===== config.mk =====
export PLATFORM = sky130hd
export DESIGN_NAME = mcsos_main_clock_ctrl
export DESIGN_NICKNAME = d
export VERILOG_FILES = /design/src/rtl/mcsos_pkg.sv /design/src/rtl/mcsos_stab_counter.sv /design/src/rtl/mcsos_route.sv /design/src/rtl/mcsos_main_clock_ctrl.sv
export SDC_FILE = /design/constraint.sdc
export NUM_CORES = 1
export LEC_CHECK = 0
export BUFFER_PORTS_ARGS = -buffer_cell sky130_fd_sc_hd__buf_2
export CAP_MARGIN = 25
export CORE_ASPECT_RATIO = 0.8
export CORE_UTILIZATION = 25
export CTS_CLUSTER_SIZE = 12
export DETAILED_ROUTE_END_ITERATION = 10
export GPL_TIMING_DRIVEN = 0
export HOLD_SLACK_MARGIN = 0.02
export PLACE_DENSITY = 0.4
export SLEW_MARGIN = 15
export SYNTH_ARGS = -nofsm -noshare
export SYNTH_HDL_FRONTEND = slang
export SYNTH_HIERARCHICAL = 1
export SYNTH_SLANG_ARGS = --single-unit
export TNS_END_PERCENT = 50

===== constraint.sdc =====
create_clock -name clk_sys -period 6.74 [get_ports clk_sys]
set_input_delay 1.348 -clock clk_sys [delete_from_list [all_inputs] [get_ports clk_sys]]
set_output_delay 1.348 -clock clk_sys [all_outputs]
set_load 0.03 [all_outputs]

===== src/rtl/mcsos_pkg.sv =====
// package: register map, field layout, reset values and wait figures of the main clock control
`default_nettype none
package mcsos_pkg;
   // ----------------------------------------------------------------
   // register map
   // ----------------------------------------------------------------
   localparam logic [15:0] MCSOS_ADDR_MODE   = 16'hffa1;
   localparam logic [15:0] MCSOS_ADDR_CTRL   = 16'hffa2;
   localparam logic [15:0] MCSOS_ADDR_STAT   = 16'hffa3;
   localparam logic [15:0] MCSOS_ADDR_WSEL   = 16'hffa4;
   localparam logic [7:0]  MCSOS_RST_MODE    = 8'h00;
   localparam logic [7:0]  MCSOS_RST_CTRL    = 8'h80;
   localparam logic [7:0]  MCSOS_RST_STAT    = 8'h00;
   localparam logic [7:0]  MCSOS_RST_WSEL    = 8'h05;
   // ----------------------------------------------------------------
   // field positions
   // ----------------------------------------------------------------
   localparam int MCSOS_BIT_STOP   = 7;
   localparam int MCSOS_BIT_XSRC   = 2;
   localparam int MCSOS_BIT_MSTAT  = 1;
   localparam int MCSOS_BIT_MSEL   = 0;
   localparam int MCSOS_WCODE_W    = 3;
   localparam int MCSOS_NSTEPS     = 5;
   // ----------------------------------------------------------------
   // wait lengths in crystal cycles, as powers of two
   // ----------------------------------------------------------------
   localparam int MCSOS_EXP_11 = 11;
   localparam int MCSOS_EXP_13 = 13;
   localparam int MCSOS_EXP_14 = 14;
   localparam int MCSOS_EXP_15 = 15;
   localparam int MCSOS_EXP_16 = 16;
   localparam int MCSOS_CNT_W  = 17;

   typedef struct packed {
      logic       wr;
      logic       rd;
      logic       bit_op;
      logic [2:0] bit_idx;
      logic [15:0] addr;
      logic [7:0] wdata;
   } mcsos_bus_s;

   typedef struct packed {
      logic main_hs;
      logic periph_hs;
      logic osc_enable;
   } mcsos_route_s;
endpackage : mcsos_pkg
`default_nettype wire


===== src/rtl/mcsos_stab_counter.sv =====
// crystal stabilization counter with sticky step flags
`default_nettype none
module mcsos_stab_counter
   import mcsos_pkg::*;
#(
   parameter int CNT_W = MCSOS_CNT_W
) (
   input  wire logic                    clk_sys,
   input  wire logic                    rst_n,
   input  wire logic                    clear,
   input  wire logic                    osc_tick,
   input  wire logic [MCSOS_WCODE_W-1:0] wait_code,
   output var  logic [MCSOS_NSTEPS-1:0] steps,
   output var  logic                    wait_done
);
   typedef struct packed {
      logic [CNT_W-1:0]        cnt;
      logic [MCSOS_NSTEPS-1:0] steps;
   } mcsos_cnt_s;

   mcsos_cnt_s st_q;
   mcsos_cnt_s st_d;
   logic [MCSOS_NSTEPS-1:0] reach;
   logic [CNT_W-1:0]        limit;

   function automatic logic [CNT_W-1:0] code_limit(input logic [MCSOS_WCODE_W-1:0] c);
      case (c)
         3'h1:    code_limit = CNT_W'(1) << MCSOS_EXP_11;
         3'h2:    code_limit = CNT_W'(1) << MCSOS_EXP_13;
         3'h3:    code_limit = CNT_W'(1) << MCSOS_EXP_14;
         3'h4:    code_limit = CNT_W'(1) << MCSOS_EXP_15;
         default: code_limit = CNT_W'(1) << MCSOS_EXP_16; // prohibited codes act as longest
      endcase
   endfunction

   localparam int EXPS [MCSOS_NSTEPS] = '{MCSOS_EXP_16, MCSOS_EXP_15, MCSOS_EXP_14,
                                          MCSOS_EXP_13, MCSOS_EXP_11};

   // step i (bit i) reached when count reaches its power of two
   for (genvar i = 0; i < MCSOS_NSTEPS; i++) begin : g_step
      assign reach[i] = st_q.cnt >= (CNT_W'(1) << EXPS[i]);
   end

   assign limit = code_limit(wait_code);

   always_comb begin
      st_d = st_q;
      if (clear) begin
         st_d = '0;
      end else begin
         if (osc_tick && st_q.cnt < limit) begin
            st_d.cnt = st_q.cnt + CNT_W'(1);
         end
         st_d.steps = st_q.steps | reach;
      end
   end

   always_ff @(posedge clk_sys or negedge rst_n) begin
      if (!rst_n) begin
         st_q <= '0;
      end else begin
         st_q <= st_d;
      end
   end

   assign steps     = st_q.steps;
   assign wait_done = st_q.cnt >= limit;

   sticky_steps_a: assert property (@(posedge clk_sys) disable iff (!rst_n)
      !clear |=> (st_q.steps & $past(st_q.steps)) == $past(st_q.steps))
      else $error("stabilization flag dropped without clear");
   count_stop_a: assert property (@(posedge clk_sys) disable iff (!rst_n)
      st_q.cnt <= limit || $changed(wait_code))
      else $error("stabilization counter ran past selected wait");
endmodule // mcsos_stab_counter
`default_nettype wire


===== src/rtl/mcsos_route.sv =====
// clock routing decode from source and main select bits
`default_nettype none
module mcsos_route
   import mcsos_pkg::*;
(
   input  wire logic   clk_sys,
   input  wire logic   rst_n,
   input  wire logic   src_sel,
   input  wire logic   main_sel,
   input  wire logic   stop_bit,
   output mcsos_route_s route
);
   always_ff @(posedge clk_sys or negedge rst_n) begin
      if (!rst_n) begin
         route <= '0;
      end else begin
         route.main_hs    <= src_sel & main_sel;
         route.periph_hs  <= src_sel;
         route.osc_enable <= ~stop_bit;
      end
   end
endmodule // mcsos_route
`default_nettype wire


===== src/rtl/mcsos_main_clock_ctrl.sv =====
// main clock select, oscillator control and stabilization status registers
//
// Operation
// - stop bit 1 halts crystal or blocks external clock; 0 runs it
// - source/main select route main and peripheral clocks to internal or crystal
// - read-only main clock status bit 1 shows main clock source
// - clock source select bit changes only once after reset
// - watchdog, timer h1 low-speed and external-clock peripherals ignore select bits
// - status cleared on reset, stop instruction, and stop bit set
// - status bits set in order at 2^11..2^16 crystal cycles, sticky
// - counter stops at selected wait; later bits stay clear
// - wait codes 1..5 choose 2^11,13,14,15,16 cycles; others prohibited
// - cpu held after stop release until wait passes on crystal clock
// - counted wait starts only once crystal oscillates
// - control/mode take bit or byte writes; wait select byte only; status read-only
`default_nettype none
module mcsos_main_clock_ctrl
   import mcsos_pkg::*;
(
   input  wire logic        clk_sys,
   input  wire logic        rst_n,
   input  wire mcsos_bus_s  bus,
   input  wire logic        stop_exec,
   input  wire logic        stop_release,
   input  wire logic        osc_tick,
   input  wire logic        cpu_on_crystal,
   output logic [7:0]       rdata,
   output mcsos_route_s     route,
   output logic             cpu_hold
);
   // ----------------------------------------------------------------
   // state
   // ----------------------------------------------------------------
   typedef struct packed {
      logic       stop;
      logic       src_sel;
      logic       src_locked;
      logic       main_sel;
      logic       main_stat;
      logic [2:0] wait_code;
      logic [7:0] rdata;
      logic       hold;
   } mcsos_state_s;

   mcsos_state_s st_q;
   mcsos_state_s st_d;
   logic [MCSOS_NSTEPS-1:0] steps;
   logic                    wait_done;
   logic                    cnt_clear;
   logic                    stop_set;

   // bit writes modify one bit; byte writes take all
   function automatic logic wbit(input mcsos_bus_s b, input int idx, input logic cur);
      if (b.bit_op) begin
         wbit = (b.bit_idx == 3'(idx)) ? b.wdata[0] : cur;
      end else begin
         wbit = b.wdata[idx];
      end
   endfunction

   // ----------------------------------------------------------------
   // register update
   // ----------------------------------------------------------------
   always_comb begin
      st_d     = st_q;
      stop_set = 1'b0;
      if (bus.wr) begin
         if (bus.addr == MCSOS_ADDR_CTRL) begin
            st_d.stop = wbit(bus, MCSOS_BIT_STOP, st_q.stop);
            stop_set  = st_d.stop & ~st_q.stop;
         end else if (bus.addr == MCSOS_ADDR_MODE) begin
            st_d.main_sel = wbit(bus, MCSOS_BIT_MSEL, st_q.main_sel);
            if (!st_q.src_locked) begin
               st_d.src_sel = wbit(bus, MCSOS_BIT_XSRC, st_q.src_sel);
               if (st_d.src_sel != st_q.src_sel) begin
                  st_d.src_locked = 1'b1;
               end
            end
         end else if (bus.addr == MCSOS_ADDR_WSEL && !bus.bit_op) begin
            st_d.wait_code = bus.wdata[2:0];
         end
      end
      st_d.main_stat = st_q.src_sel & st_q.main_sel;
      // hold cpu from stop release on crystal clock until the selected wait elapses
      if (stop_release && cpu_on_crystal) begin
         st_d.hold = 1'b1;
      end else if (wait_done) begin
         st_d.hold = 1'b0;
      end
      st_d.rdata = 8'h00;
      if (bus.rd) begin
         if (bus.addr == MCSOS_ADDR_CTRL) begin
            st_d.rdata = {st_q.stop, 7'h00};
         end else if (bus.addr == MCSOS_ADDR_MODE) begin
            st_d.rdata = {5'h00, st_q.src_sel, st_q.main_stat, st_q.main_sel};
         end else if (bus.addr == MCSOS_ADDR_STAT) begin
            st_d.rdata = {3'h0, steps};
         end else if (bus.addr == MCSOS_ADDR_WSEL) begin
            st_d.rdata = {5'h00, st_q.wait_code};
         end
      end
   end

   // ----------------------------------------------------------------
   // counter clearing: stop instruction, stop bit set, stop bit held
   // ----------------------------------------------------------------
   assign cnt_clear = stop_exec | stop_set | st_q.stop;

   always_ff @(posedge clk_sys or negedge rst_n) begin
      if (!rst_n) begin
         st_q           <= '0;
         st_q.stop      <= MCSOS_RST_CTRL[MCSOS_BIT_STOP];
         st_q.wait_code <= MCSOS_RST_WSEL[2:0];
      end else begin
         st_q <= st_d;
      end
   end

   mcsos_stab_counter #(
      .CNT_W (MCSOS_CNT_W)
   ) u_cnt (
      .clk_sys   (clk_sys),
      .rst_n     (rst_n),
      .clear     (cnt_clear),
      .osc_tick  (osc_tick & ~st_q.stop),
      .wait_code (st_q.wait_code),
      .steps     (steps),
      .wait_done (wait_done)
   );

   // watchdog and timer h1 clocks are not routed here at all
   mcsos_route u_route (
      .clk_sys  (clk_sys),
      .rst_n    (rst_n),
      .src_sel  (st_q.src_sel),
      .main_sel (st_q.main_sel),
      .stop_bit (st_q.stop),
      .route    (route)
   );

   assign rdata    = st_q.rdata;
   assign cpu_hold = st_q.hold;

   // ----------------------------------------------------------------
   // checks
   // ----------------------------------------------------------------
   src_once_a: assert property (@(posedge clk_sys) disable iff (!rst_n)
      st_q.src_locked |=> $stable(st_q.src_sel))
      else $error("source select changed twice");
   status_follow_a: assert property (@(posedge clk_sys) disable iff (!rst_n)
      ##1 st_q.main_stat == $past(st_q.src_sel & st_q.main_sel))
      else $error("main status does not follow select");
   route_main_a: assert property (@(posedge clk_sys) disable iff (!rst_n)
      !st_q.src_sel |=> !route.main_hs && !route.periph_hs)
      else $error("internal source not routed");
   route_periph_a: assert property (@(posedge clk_sys) disable iff (!rst_n)
      st_q.src_sel |=> route.periph_hs)
      else $error("peripheral clock not on crystal");
   route_both_a: assert property (@(posedge clk_sys) disable iff (!rst_n)
      st_q.src_sel && st_q.main_sel |=> route.main_hs)
      else $error("main clock not on crystal");
   osc_stop_a: assert property (@(posedge clk_sys) disable iff (!rst_n)
      st_q.stop |=> !route.osc_enable)
      else $error("oscillator enabled while stopped");
   osc_run_a: assert property (@(posedge clk_sys) disable iff (!rst_n)
      !st_q.stop |=> route.osc_enable)
      else $error("oscillator not enabled while running");
   stop_clear_a: assert property (@(posedge clk_sys) disable iff (!rst_n)
      stop_exec |=> steps == '0)
      else $error("status not cleared by stop instruction");
   stopbit_clear_a: assert property (@(posedge clk_sys) disable iff (!rst_n)
      st_q.stop |=> steps == '0)
      else $error("status not cleared by stop bit");
   step_order_a: assert property (@(posedge clk_sys) disable iff (!rst_n)
      (steps[3:0] & ~steps[4:1]) == 4'h0)
      else $error("stabilization flags out of order");
   stat_read_a: assert property (@(posedge clk_sys) disable iff (!rst_n)
      bus.rd && bus.addr == MCSOS_ADDR_STAT |=> rdata == {3'h0, $past(steps)})
      else $error("status read with wrong bit order");
   hold_set_a: assert property (@(posedge clk_sys) disable iff (!rst_n)
      stop_release && cpu_on_crystal && !wait_done |=> cpu_hold)
      else $error("cpu not held after stop release");
   hold_release_a: assert property (@(posedge clk_sys) disable iff (!rst_n)
      cpu_hold && wait_done && !stop_release |=> !cpu_hold)
      else $error("cpu held past selected wait");
   wsel_byte_a: assert property (@(posedge clk_sys) disable iff (!rst_n)
      bus.wr && bus.bit_op && bus.addr == MCSOS_ADDR_WSEL |=> $stable(st_q.wait_code))
      else $error("wait select took a bit write");

   src_change_c: cover property (@(posedge clk_sys) disable iff (!rst_n)
      $rose(st_q.src_sel));
   hold_end_c: cover property (@(posedge clk_sys) disable iff (!rst_n)
      $fell(cpu_hold));
   all_steps_c: cover property (@(posedge clk_sys) disable iff (!rst_n)
      steps == 5'h1f);
   stat_read_c: cover property (@(posedge clk_sys) disable iff (!rst_n)
      bus.rd && bus.addr == MCSOS_ADDR_STAT && steps != '0);
   hold_start_c: cover property (@(posedge clk_sys) disable iff (!rst_n)
      $rose(cpu_hold));
endmodule // mcsos_main_clock_ctrl
`default_nettype wire


==> impl_metrics.csv, run 1 <==
group,metric,value,unit
detailed_routing,vias_per_cell,4.62,
synth,yosys.area.top_type_share,0.392,
cts,clock_latency,0.28,ns
setup_path,critPathTopFamily,"simple AND/OR/NAND/NOR gates",
global_route,grt_antenna_before_repair,0,
finish,final_layout_size_suffix_gt1_frac,0.318,
cts,clk_pin_slew_worst_paths,0.06,ns
global_route,grt_pass1_wl,9250,um
placement,portBuffers,40,
cts,htree_levels,2,
global_route,gr-total-overflow,0,
status,outcome,"finished, final reports clean",
global_route,grt_pass1_vias,1725,
placement,place.gp.congestion,0.687,
setup_path,path_class,"input port to flip-flop",
floorplan,die-width,111,um
cts,cts_resized,0,
cts,ctsHoldBuffers,0,
synth,synth_seq_area_share,0.425,
hold_path,hold_path_class,"flip-flop to flip-flop",
detailed_routing,vias,1866,
finish,fin_area,2920,sq um
synth,yosysTopAreaCell,"dfrtp_1",
floorplan,dieHeight,89.0,um
finish,final_common_cell,"buf_2",
floorplan,io_pins,48,
sta,layout_min_cycle_time,3.36,ns
finish,final_util,0.321,
detailed_routing,dr.pass1.iters,5,
placement,dpl_worst_slack,3.07,ns
floorplan,core_area,9110,sq um
setup_path,r2r_cells,9,
cts,cts_tree,"done",
run,maxCapViolCount,0,
synth,yosys_warnings,6,
setup_path,critPathLaunchType,"input port",
detailed_routing,antenna_left,0,
global_route,track_usage,0.122,
synth,synth_edf_count,0,
synth,synthArstFlopShare,1.00,
synth,ys_types,48,
synth,netlist_area,2360,sq um
detailed_routing,wl_per_cell,13.9,um
synth,synthFlopType,"dfrtp_1",
power_and_ir_drop,powerDensity,203,nW/um^2
setup_path,regToRegSetupSlack,4.18,ns
setup_path,timing.critical_path.fanout_max,10,
setup_path,slowest_delay,0.58,ns
setup_path,path_cells,"buf_2 -> nand4bb_1 -> or4_4 -> a2111oi_2 -> or3_1 -> clkbuf_1 -> nor2_1",
synth,synth_cells,239,
sta,skew,0.00527,ns
sta,setup_viol,0,
detailed_routing,wl,5600,um
setup_path,crit_path_top_delay_cell,"or4_4",
setup_path,cp.depth,7,
finish,area_growth,23.5,%
sta,grt_setup_unrepaired,"no",
cts,cts_setup_buffers,0,
setup_path,crit_buf_inv,2,
hold_path,hold_depth,1,
setup_path,endpoint_kind,"flip-flop",
sta,max_slew_margin,0.560,
floorplan,fp-row-count,31,
setup_path,required,6.88,ns
floorplan,die-area,9850,sq um
finish,final_cell_mix,"buf_2 (41), dfrtp_1 (37), nor2_1 (33), xnor2_1 (16), inv_1 (14)",
power_and_ir_drop,power,0.592,mW
placement,dp_hpwl,4160,um
cts,cts.path.max_buffers,2,
global_route,grt_max_degree,41,
cts,ctsRootBufferMaster,"clkbuf_16",
detailed_routing,dr.first_iter.drc_count,56,
power_and_ir_drop,vdd_ir_drop_max,0.119,mV
sta,finalSetupTns,0,ns
detailed_routing,drc,0,
floorplan,initial_utilization,0.259,
sta,setup_ws,3.38,ns
synth,ys_ff_latch,40,
setup_path,crit_arrival,3.50,ns
sta,drv_slew,0,
sta,finalCritPeriodShare,0.499,
cts,clock_sinks,40,
placement,placed_cell_area,2710,sq um
sta,worst_pin_slew,0.651,ns
finish,nets,331,
sta,finalHoldViolCount,0,
finish,antenna_cells,0,
power_and_ir_drop,p_leak,1.27,nW
synth,synthTopCellsByArea,"dfrtp_1 (39%), xnor2_1 (5.9%), a211oi_2 (5.3%)",
synth,synth.avg_cell_area,9.89,sq um
sta,clock.fmax,0.297,GHz
cts,numCtsBuffers,5,
[cells by family after synthesis]
family | after synthesis | synth area share
buffers and inverters | 33 | 0.0772
AO/OA/AOI/OAI | 37 | 0.141
adder cells (fa/ha/maj) | 7 | 0.0370
flip-flops | 40 | 0.425
multiplexers | 8 | 0.0365
AND/OR/NAND/NOR | 97 | 0.222
other | 1 | 0.00159
XOR/XNOR | 16 | 0.0593
[synthesized netlist by cell type (all sizes together) (5+ instances only)]
| master | count |
|---|---|
| nand2 | 10 |
| nor2 | 33 |
| dfrtp | 37 |
| nand4 | 5 |
| ha | 7 |
| a211oi | 12 |
| a21oi | 7 |
| nand2b | 6 |
| inv | 14 |
| nand3 | 8 |
| mux2 | 5 |
| nor3 | 7 |
| nor4 | 6 |
| xnor2 | 16 |
| buf | 15 |
[final cells by class]
type	count	area, sq um
Multi-Input combinational cell	167	1180
Clock inverter	2	60.1
Buffer	19	130
Sequential cell	40	1000
Clock buffer	6	129
Fill cell	953	6190
Tap cell	115	144
Timing Repair Buffer	41	220
Inverter	14	52.6
[stage by stage]
step | hold WS, ns | instances
after detailed placement | 0.459 | 395
after CTS | 0.474 | 403
after global routing | 0.489 | 404
after global placement | 0.452 | 395
after floorplan | 0.437 | 240
final | 0.471 | 404
[where the power goes]
part | internal (mW) | total [mW] | switching (mW) | leakage [nW]
Combinational | 0.0167 | 0.0416 | 0.0249 | 0.643
Clock | 0.212 | 0.307 | 0.0944 | 0.0911
Sequential | 0.242 | 0.244 | 0.00197 | 0.536
Total | 0.471 | 0.592 | 0.121 | 1.27
[sequential cells by signal, summed over array words and instances, names as in the netlist]
register	flops
rdata	6
u_route/route	3
cpu_hold	1
st_q	8
u_cnt/steps	5
u_cnt/st_q	17
[routing by layer]
metal / GRT usage / wire length, um / vias up
li1: - / - / 931
met1: 0.178 / 3070 / 901
met2: 0.181 / 2300 / 32
met3: 0.0237 / 197 / 2
met4: 0.0364 / 40 / 0
met5: 0 / 0 / -
[final timing paths]
| check | start | end |
|---|---|---|
| max | bus[14] | u_cnt/st_q[7] |
| max reg2reg | st_q[9] | u_cnt/st_q[7] |
| max in group asynchronous | rst_n | st_q[9] |
| min in group asynchronous | rst_n | st_q[15] |
| min | st_q[14] | st_q[14] |
| min reg2reg | st_q[14] | st_q[14] |
No activity file was read; power rests on OpenSTA's default activity.
==> run 2: changes to the inputs <==
--- a/config.mk
+++ b/config.mk
@@ -5,6 +5,7 @@
 export SDC_FILE = /design/constraint.sdc
 export NUM_CORES = 1
 export LEC_CHECK = 0
+export ABC_AREA = 1
 export BUFFER_PORTS_ARGS = -buffer_cell sky130_fd_sc_hd__buf_2
 export CAP_MARGIN = 25
 export CORE_ASPECT_RATIO = 0.8
@@ -13,7 +14,7 @@
 export DETAILED_ROUTE_END_ITERATION = 10
 export GPL_TIMING_DRIVEN = 0
 export HOLD_SLACK_MARGIN = 0.02
-export PLACE_DENSITY = 0.4
+export PLACE_DENSITY = 0.39
 export SLEW_MARGIN = 15
 export SYNTH_ARGS = -nofsm -noshare
 export SYNTH_HDL_FRONTEND = slang
==> constraint.sdc (replaced) <==
create_clock -name clk_sys -period 3.5 [get_ports clk_sys]
set_input_delay 0.7 -clock clk_sys [delete_from_list [all_inputs] [get_ports clk_sys]]
set_output_delay 0.7 -clock clk_sys [all_outputs]
set_load 0.03 [all_outputs]
==> impl_metrics.csv, run 2 <==
group,metric,value,unit
status,outcome,"finished, final reports clean",
placement,place.gp.congestion,0.788,
sta,fin_hold_ws,0.265,ns
finish,final_cell_mix,"nand2_1 (108), nor2_1 (44), inv_1 (40), buf_2 (40), dfrtp_1 (37)",
detailed_routing,antenna_left,0,
synth,yosys_warnings,6,
sta,finalHoldViolCount,0,
floorplan,initial_utilization,0.260,
global_route,grt_pass1_wl,11800,um
placement,dpl_worst_slack,0.716,ns
sta,grt_setup_unrepaired,"no",
floorplan,die-area,11200,sq um
global_route,gr-total-overflow,0,
cts,cts_setup_buffers,0,
setup_path,r2r_cells,13,
sta,setup_viol,0,
setup_path,critPathLaunchType,"input port",
cts,cts_resized,0,
setup_path,required,3.67,ns
synth,ys_ff_latch,40,
finish,nets,470,
synth,synth_cells,378,
cts,ctsHoldBuffers,0,
cts,clk_pin_slew_worst_paths,0.06,ns
finish,fin_area,3240,sq um
finish,area_growth,20.4,%
floorplan,dieHeight,94.8,um
placement,dp_cells,559,
finish,seqCellArea,1000,sq um
detailed_routing,vias_per_cell,4.30,
setup_path,crit_arrival,2.62,ns
setup_path,rr_endpoint,"u_cnt/st_q[19]",
cts,ctsRootBufferMaster,"clkbuf_16",
synth,synthFlopType,"dfrtp_1",
floorplan,die-width,118,um
setup_path,endpoint_kind,"flip-flop",
sta,drv_slew,0,
cts,numCtsBuffers,5,
synth,synthTopCellsByArea,"dfrtp_1 (34%), nand2_1 (15%), nor2_1 (6.1%)",
run,maxCapViolCount,0,
placement,dp_hpwl,5420,um
detailed_routing,drc,0,
floorplan,fp-row-count,33,
global_route,grt_pass1_vias,2336,
finish,multi_input_area,1370,sq um
synth,synthArstFlopShare,1.00,
finish,fillerInstances,1152,
finish,final_common_cell,"nand2_1",
power_and_ir_drop,p_leak,1.63,nW
sta,skew,0.00563,ns
global_route,grt_max_degree,41,
synth,synth_edf_count,0,
setup_path,r2r-start,"st_q[16]",
sta,finalCritPeriodShare,0.701,
power_and_ir_drop,powerDensity,317,nW/um^2
placement,portBuffers,40,
sta,finalSetupTns,0,ns
global_route,track_usage,0.136,
detailed_routing,wl,6970,um
power_and_ir_drop,vdd_ir_drop_max,0.169,mV
finish,antenna_cells,0,
finish,final_layout_size_suffix_gt1_frac,0.229,
synth,synth.avg_cell_area,7.12,sq um
detailed_routing,dr.pass1.iters,4,
placement,placed_cell_area,3070,sq um
cts,htree_levels,2,
detailed_routing,vias,2444,
cts,clock_latency,0.28,ns
finish,regMostFlops,"u_cnt/st_q",
synth,netlist_area,2690,sq um
synth,synthTopCellsByCount,"nand2_1 (108), nor2_1 (44), inv_1 (40)",
sta,setup_ws,1.05,ns
floorplan,core_area,10400,sq um
finish,largest_register_ffs,17,
sta,clock.fmax,0.408,GHz
floorplan,io_pins,48,
synth,synth_seq_area_share,0.373,
power_and_ir_drop,power,1.03,mW
setup_path,path_class,"input port to flip-flop",
sta,layout_min_cycle_time,2.45,ns
cts,cts.path.max_buffers,2,
synth,ys_types,32,
global_route,grt_antenna_before_repair,0,
finish,final_util,0.313,
finish,stdcell_count,568,
setup_path,timing.critical_path.fanout_max,10,
cts,clock_sinks,40,
synth,yosys.area.top_type_share,0.344,
synth,yosysMostFrequentCell,"nand2_1",
detailed_routing,dr.first_iter.drc_count,92,
hold_path,hold_path_class,"input port to asynchronous set/reset pin",
synth,yosysTopAreaCell,"dfrtp_1",
cts,cts_tree,"done",
detailed_routing,wl_per_cell,12.3,um
setup_path,regToRegSetupSlack,1.28,ns
==> run 2: changes by cell type in the layout (fill, tap and decap cells not counted), moves of 10 or more <==
cell	change
nand2_1	+98
inv_1	+26
nand3_1	+21
xnor2_1	-16
nor2_1	+11
a211oi_2	-10
nand4_1	+10
==> run 2: critical path, stage by stage <==
cell and delay [ns]:
buf_2 0.11, nor2_2 0.11, inv_1 0.07, nor2_2 0.14, inv_2 0.06, nor2_1 0.17, nand2_1 0.09, o21ai_1 0.15
buf_4 0.19, clkinv_1 0.27, nand2_4 0.22, inv_2 0.07, buf_6 0.15, nand2_1 0.06, nand2_1 0.05
==> run 2: cell families after synthesis <==
group / synth area share
AND/OR/NAND/NOR: 0.401
AO/OA/AOI/OAI: 0.0581
other: 0.00139
adder cells (fa/ha/maj): 0.0325
XOR/XNOR: 0.0130
flip-flops: 0.373
buffers and inverters: 0.121
==> run 2: how the worst max path moves through the flow <==
stage               startpoint        endpoint  slack (ns)
global placement       bus[11]  u_cnt/st_q[13]        0.73
CTS                    bus[11]  u_cnt/st_q[10]        1.02
finish                 bus[11]  u_cnt/st_q[19]        1.05
global route           bus[14]  u_cnt/st_q[17]        0.85
floorplan              bus[21]  u_cnt/st_q[19]        1.31
detailed placement     bus[11]  u_cnt/st_q[10]        0.72
==> run 2: final cells by class <==
type / instances / area share
Clock buffer: 7 / 0.0440
Buffer: 18 / 0.0448
Inverter: 48 / 0.0556
Timing Repair Buffer: 41 / 0.0679
Multi-Input combinational cell: 273 / 0.421
Sequential cell: 40 / 0.310
Clock inverter: 1 / 0.00232
Tap cell: 140 / 0.0540
==> run 2: per-layer routing <==
layer  share of wire  wire (um)  track usage
met1            0.57       3980        0.206
met2            0.39       2740        0.196
met3           0.029        199       0.0223
met4          0.0066         46       0.0353
met5               0          0            0
==> run 2: report_power, final <==
part,total [mW],leakage (nW),internal [mW],switching (mW)
Combinational,0.0975,1.03,0.0351,0.0624
Clock,0.461,0.0701,0.284,0.178
Sequential,0.468,0.531,0.465,0.00273
Total,1.03,1.63,0.784,0.243
==> run 3: changes to the inputs <==
==> constraint.sdc (replaced) <==
create_clock -name clk_sys -period 2.3 [get_ports clk_sys]
set_input_delay 0.46 -clock clk_sys [delete_from_list [all_inputs] [get_ports clk_sys]]
set_output_delay 0.46 -clock clk_sys [all_outputs]
set_load 0.03 [all_outputs]
==> impl_metrics.csv, run 3 (synthesis gave the netlist of run 2 again) <==
group,metric,value,unit
global_route,gr-total-overflow,0,
setup_path,regToRegSetupSlack,0.21,ns
finish,multi_input_area,1370,sq um
floorplan,dieHeight,94.8,um
finish,largest_register_ffs,17,
finish,nets,472,
global_route,grt_max_degree,41,
run,maxCapViolCount,0,
finish,seqCellArea,1000,sq um
floorplan,core_area,10400,sq um
finish,fillerInstances,1150,
finish,final_util,0.315,
global_route,track_usage,0.136,
floorplan,die-area,11200,sq um
detailed_routing,drc,0,
power_and_ir_drop,vdd_ir_drop_max,0.257,mV
detailed_routing,antenna_left,0,
finish,fin_area,3270,sq um
sta,setup_ws,0.208,ns
detailed_routing,dr.first_iter.drc_count,93,
setup_path,endpoint_kind,"flip-flop",
finish,antenna_cells,0,
sta,clock.fmax,0.478,GHz
cts,numCtsBuffers,5,
cts,clk_pin_slew_worst_paths,0.06,ns
cts,cts.path.max_buffers,2,
cts,cts_tree,"done",
placement,dp_cells,559,
setup_path,path_cells,"inv_1 -> nand2_1 -> nand3_1 -> ha_1 -> nand2_1 -> inv_1 -> nand2_1 -> nand4_4 -> nand2_4 -> inv_2 -> buf_6 -> nand2_1 -> nand2_1",
cts,clock_sinks,40,
floorplan,fp-row-count,33,
finish,final_layout_size_suffix_gt1_frac,0.240,
power_and_ir_drop,powerDensity,479,nW/um^2
sta,finalCritPeriodShare,0.910,
floorplan,initial_utilization,0.260,
finish,final_common_cell,"nand2_1",
detailed_routing,vias_per_cell,4.29,
placement,placed_cell_area,3070,sq um
finish,area_growth,21.3,%
power_and_ir_drop,p_leak,1.64,nW
setup_path,path_class,"flip-flop to flip-flop",
setup_path,r2r_cells,13,
detailed_routing,wl_per_cell,12.2,um
status,outcome,"finished, final reports clean",
cts,clock_latency,0.28,ns
setup_path,slowest_delay,0.58,ns
sta,drv_slew,0,
floorplan,die-width,118,um
detailed_routing,dr.pass1.iters,4,
setup_path,crit_arrival,2.26,ns
setup_path,critPathLaunchType,"flip-flop",
setup_path,r2r-start,"st_q[11]",
setup_path,crit_path_top_delay_cell,"dfstp_2",
sta,skew,0.00563,ns
detailed_routing,wl,6960,um
global_route,grt_antenna_before_repair,0,
cts,ctsRootBufferMaster,"clkbuf_16",
global_route,grt_pass1_vias,2336,
finish,regMostFlops,"u_cnt/st_q",
setup_path,cpMostUsedCell,"nand2_1",
global_route,grt_pass1_wl,11800,um
sta,layout_min_cycle_time,2.09,ns
detailed_routing,vias,2446,
placement,dp_hpwl,5420,um
finish,stdcell_count,570,
sta,fin_hold_ws,0.0253,ns
sta,grt_setup_unrepaired,"no",
cts,htree_levels,2,
hold_path,hold_path_class,"input port to asynchronous set/reset pin",
sta,setup_viol,0,
setup_path,required,2.47,ns
setup_path,critPathTopFamily,"simple AND/OR/NAND/NOR gates",
floorplan,io_pins,48,
finish,final_cell_mix,"nand2_1 (108), nor2_1 (43), inv_1 (40), buf_2 (40), dfrtp_1 (37)",
placement,place.gp.congestion,0.788,
setup_path,timing.critical_path.fanout_max,10,
setup_path,rr_endpoint,"u_cnt/st_q[19]",
setup_path,crit_buf_inv,4,
placement,dpl_worst_slack,-0.244,ns
sta,finalHoldViolCount,0,
setup_path,cp.depth,13,
placement,portBuffers,40,
## run 3: what timing repair did
item | CTS | global route
gates resized for setup | 0 | 3
hold buffers | 0 | 0
endpoints found under the setup margin | 0 | 10
setup buffers | 0 | 2
## run 3: power by group
part / switching (mW) / internal (mW)
Sequential: 0.00410 / 0.708
Combinational: 0.0959 / 0.0558
Clock: 0.270 / 0.432
## run 3: layer usage
metal | track usage | wire length [um] | vias to the layer above
met5 | 0 | 0 | -
met4 | 0.0353 | 46 | 0
met3 | 0.0223 | 248 | 2
met2 | 0.196 | 2730 | 46
met1 | 0.206 | 3940 | 1103
li1 | - | - | 1295
## run 3: through the flow
step / power, mW / setup TNS (ns)
floorplan: 0.802 / 0
global placement: 0.870 / -2.62
detailed placement: 0.872 / -2.65
CTS: 1.60 / 0
global route: 1.65 / 0
finish: 1.57 / 0
## run 3: how the worst max path moves through the flow
stage / from / to / slack, ns
floorplan: bus[21] / u_cnt/st_q[19] / 0.35
global placement: bus[11] / u_cnt/st_q[13] / -0.23
detailed placement: bus[11] / u_cnt/st_q[10] / -0.24
CTS: st_q[16] / u_cnt/st_q[10] / 0.03
global route: st_q[11] / u_cnt/st_q[17] / 0.001
finish: st_q[11] / u_cnt/st_q[19] / 0.21
## run 3: layout make-up
cell class / count / share of cell area
Sequential cell: 40 / 0.308
Clock inverter: 1 / 0.00230
Inverter: 48 / 0.0563
Timing Repair Buffer: 43 / 0.0720
Tap cell: 140 / 0.0536
Buffer: 18 / 0.0444
Clock buffer: 7 / 0.0437
Multi-Input combinational cell: 273 / 0.420
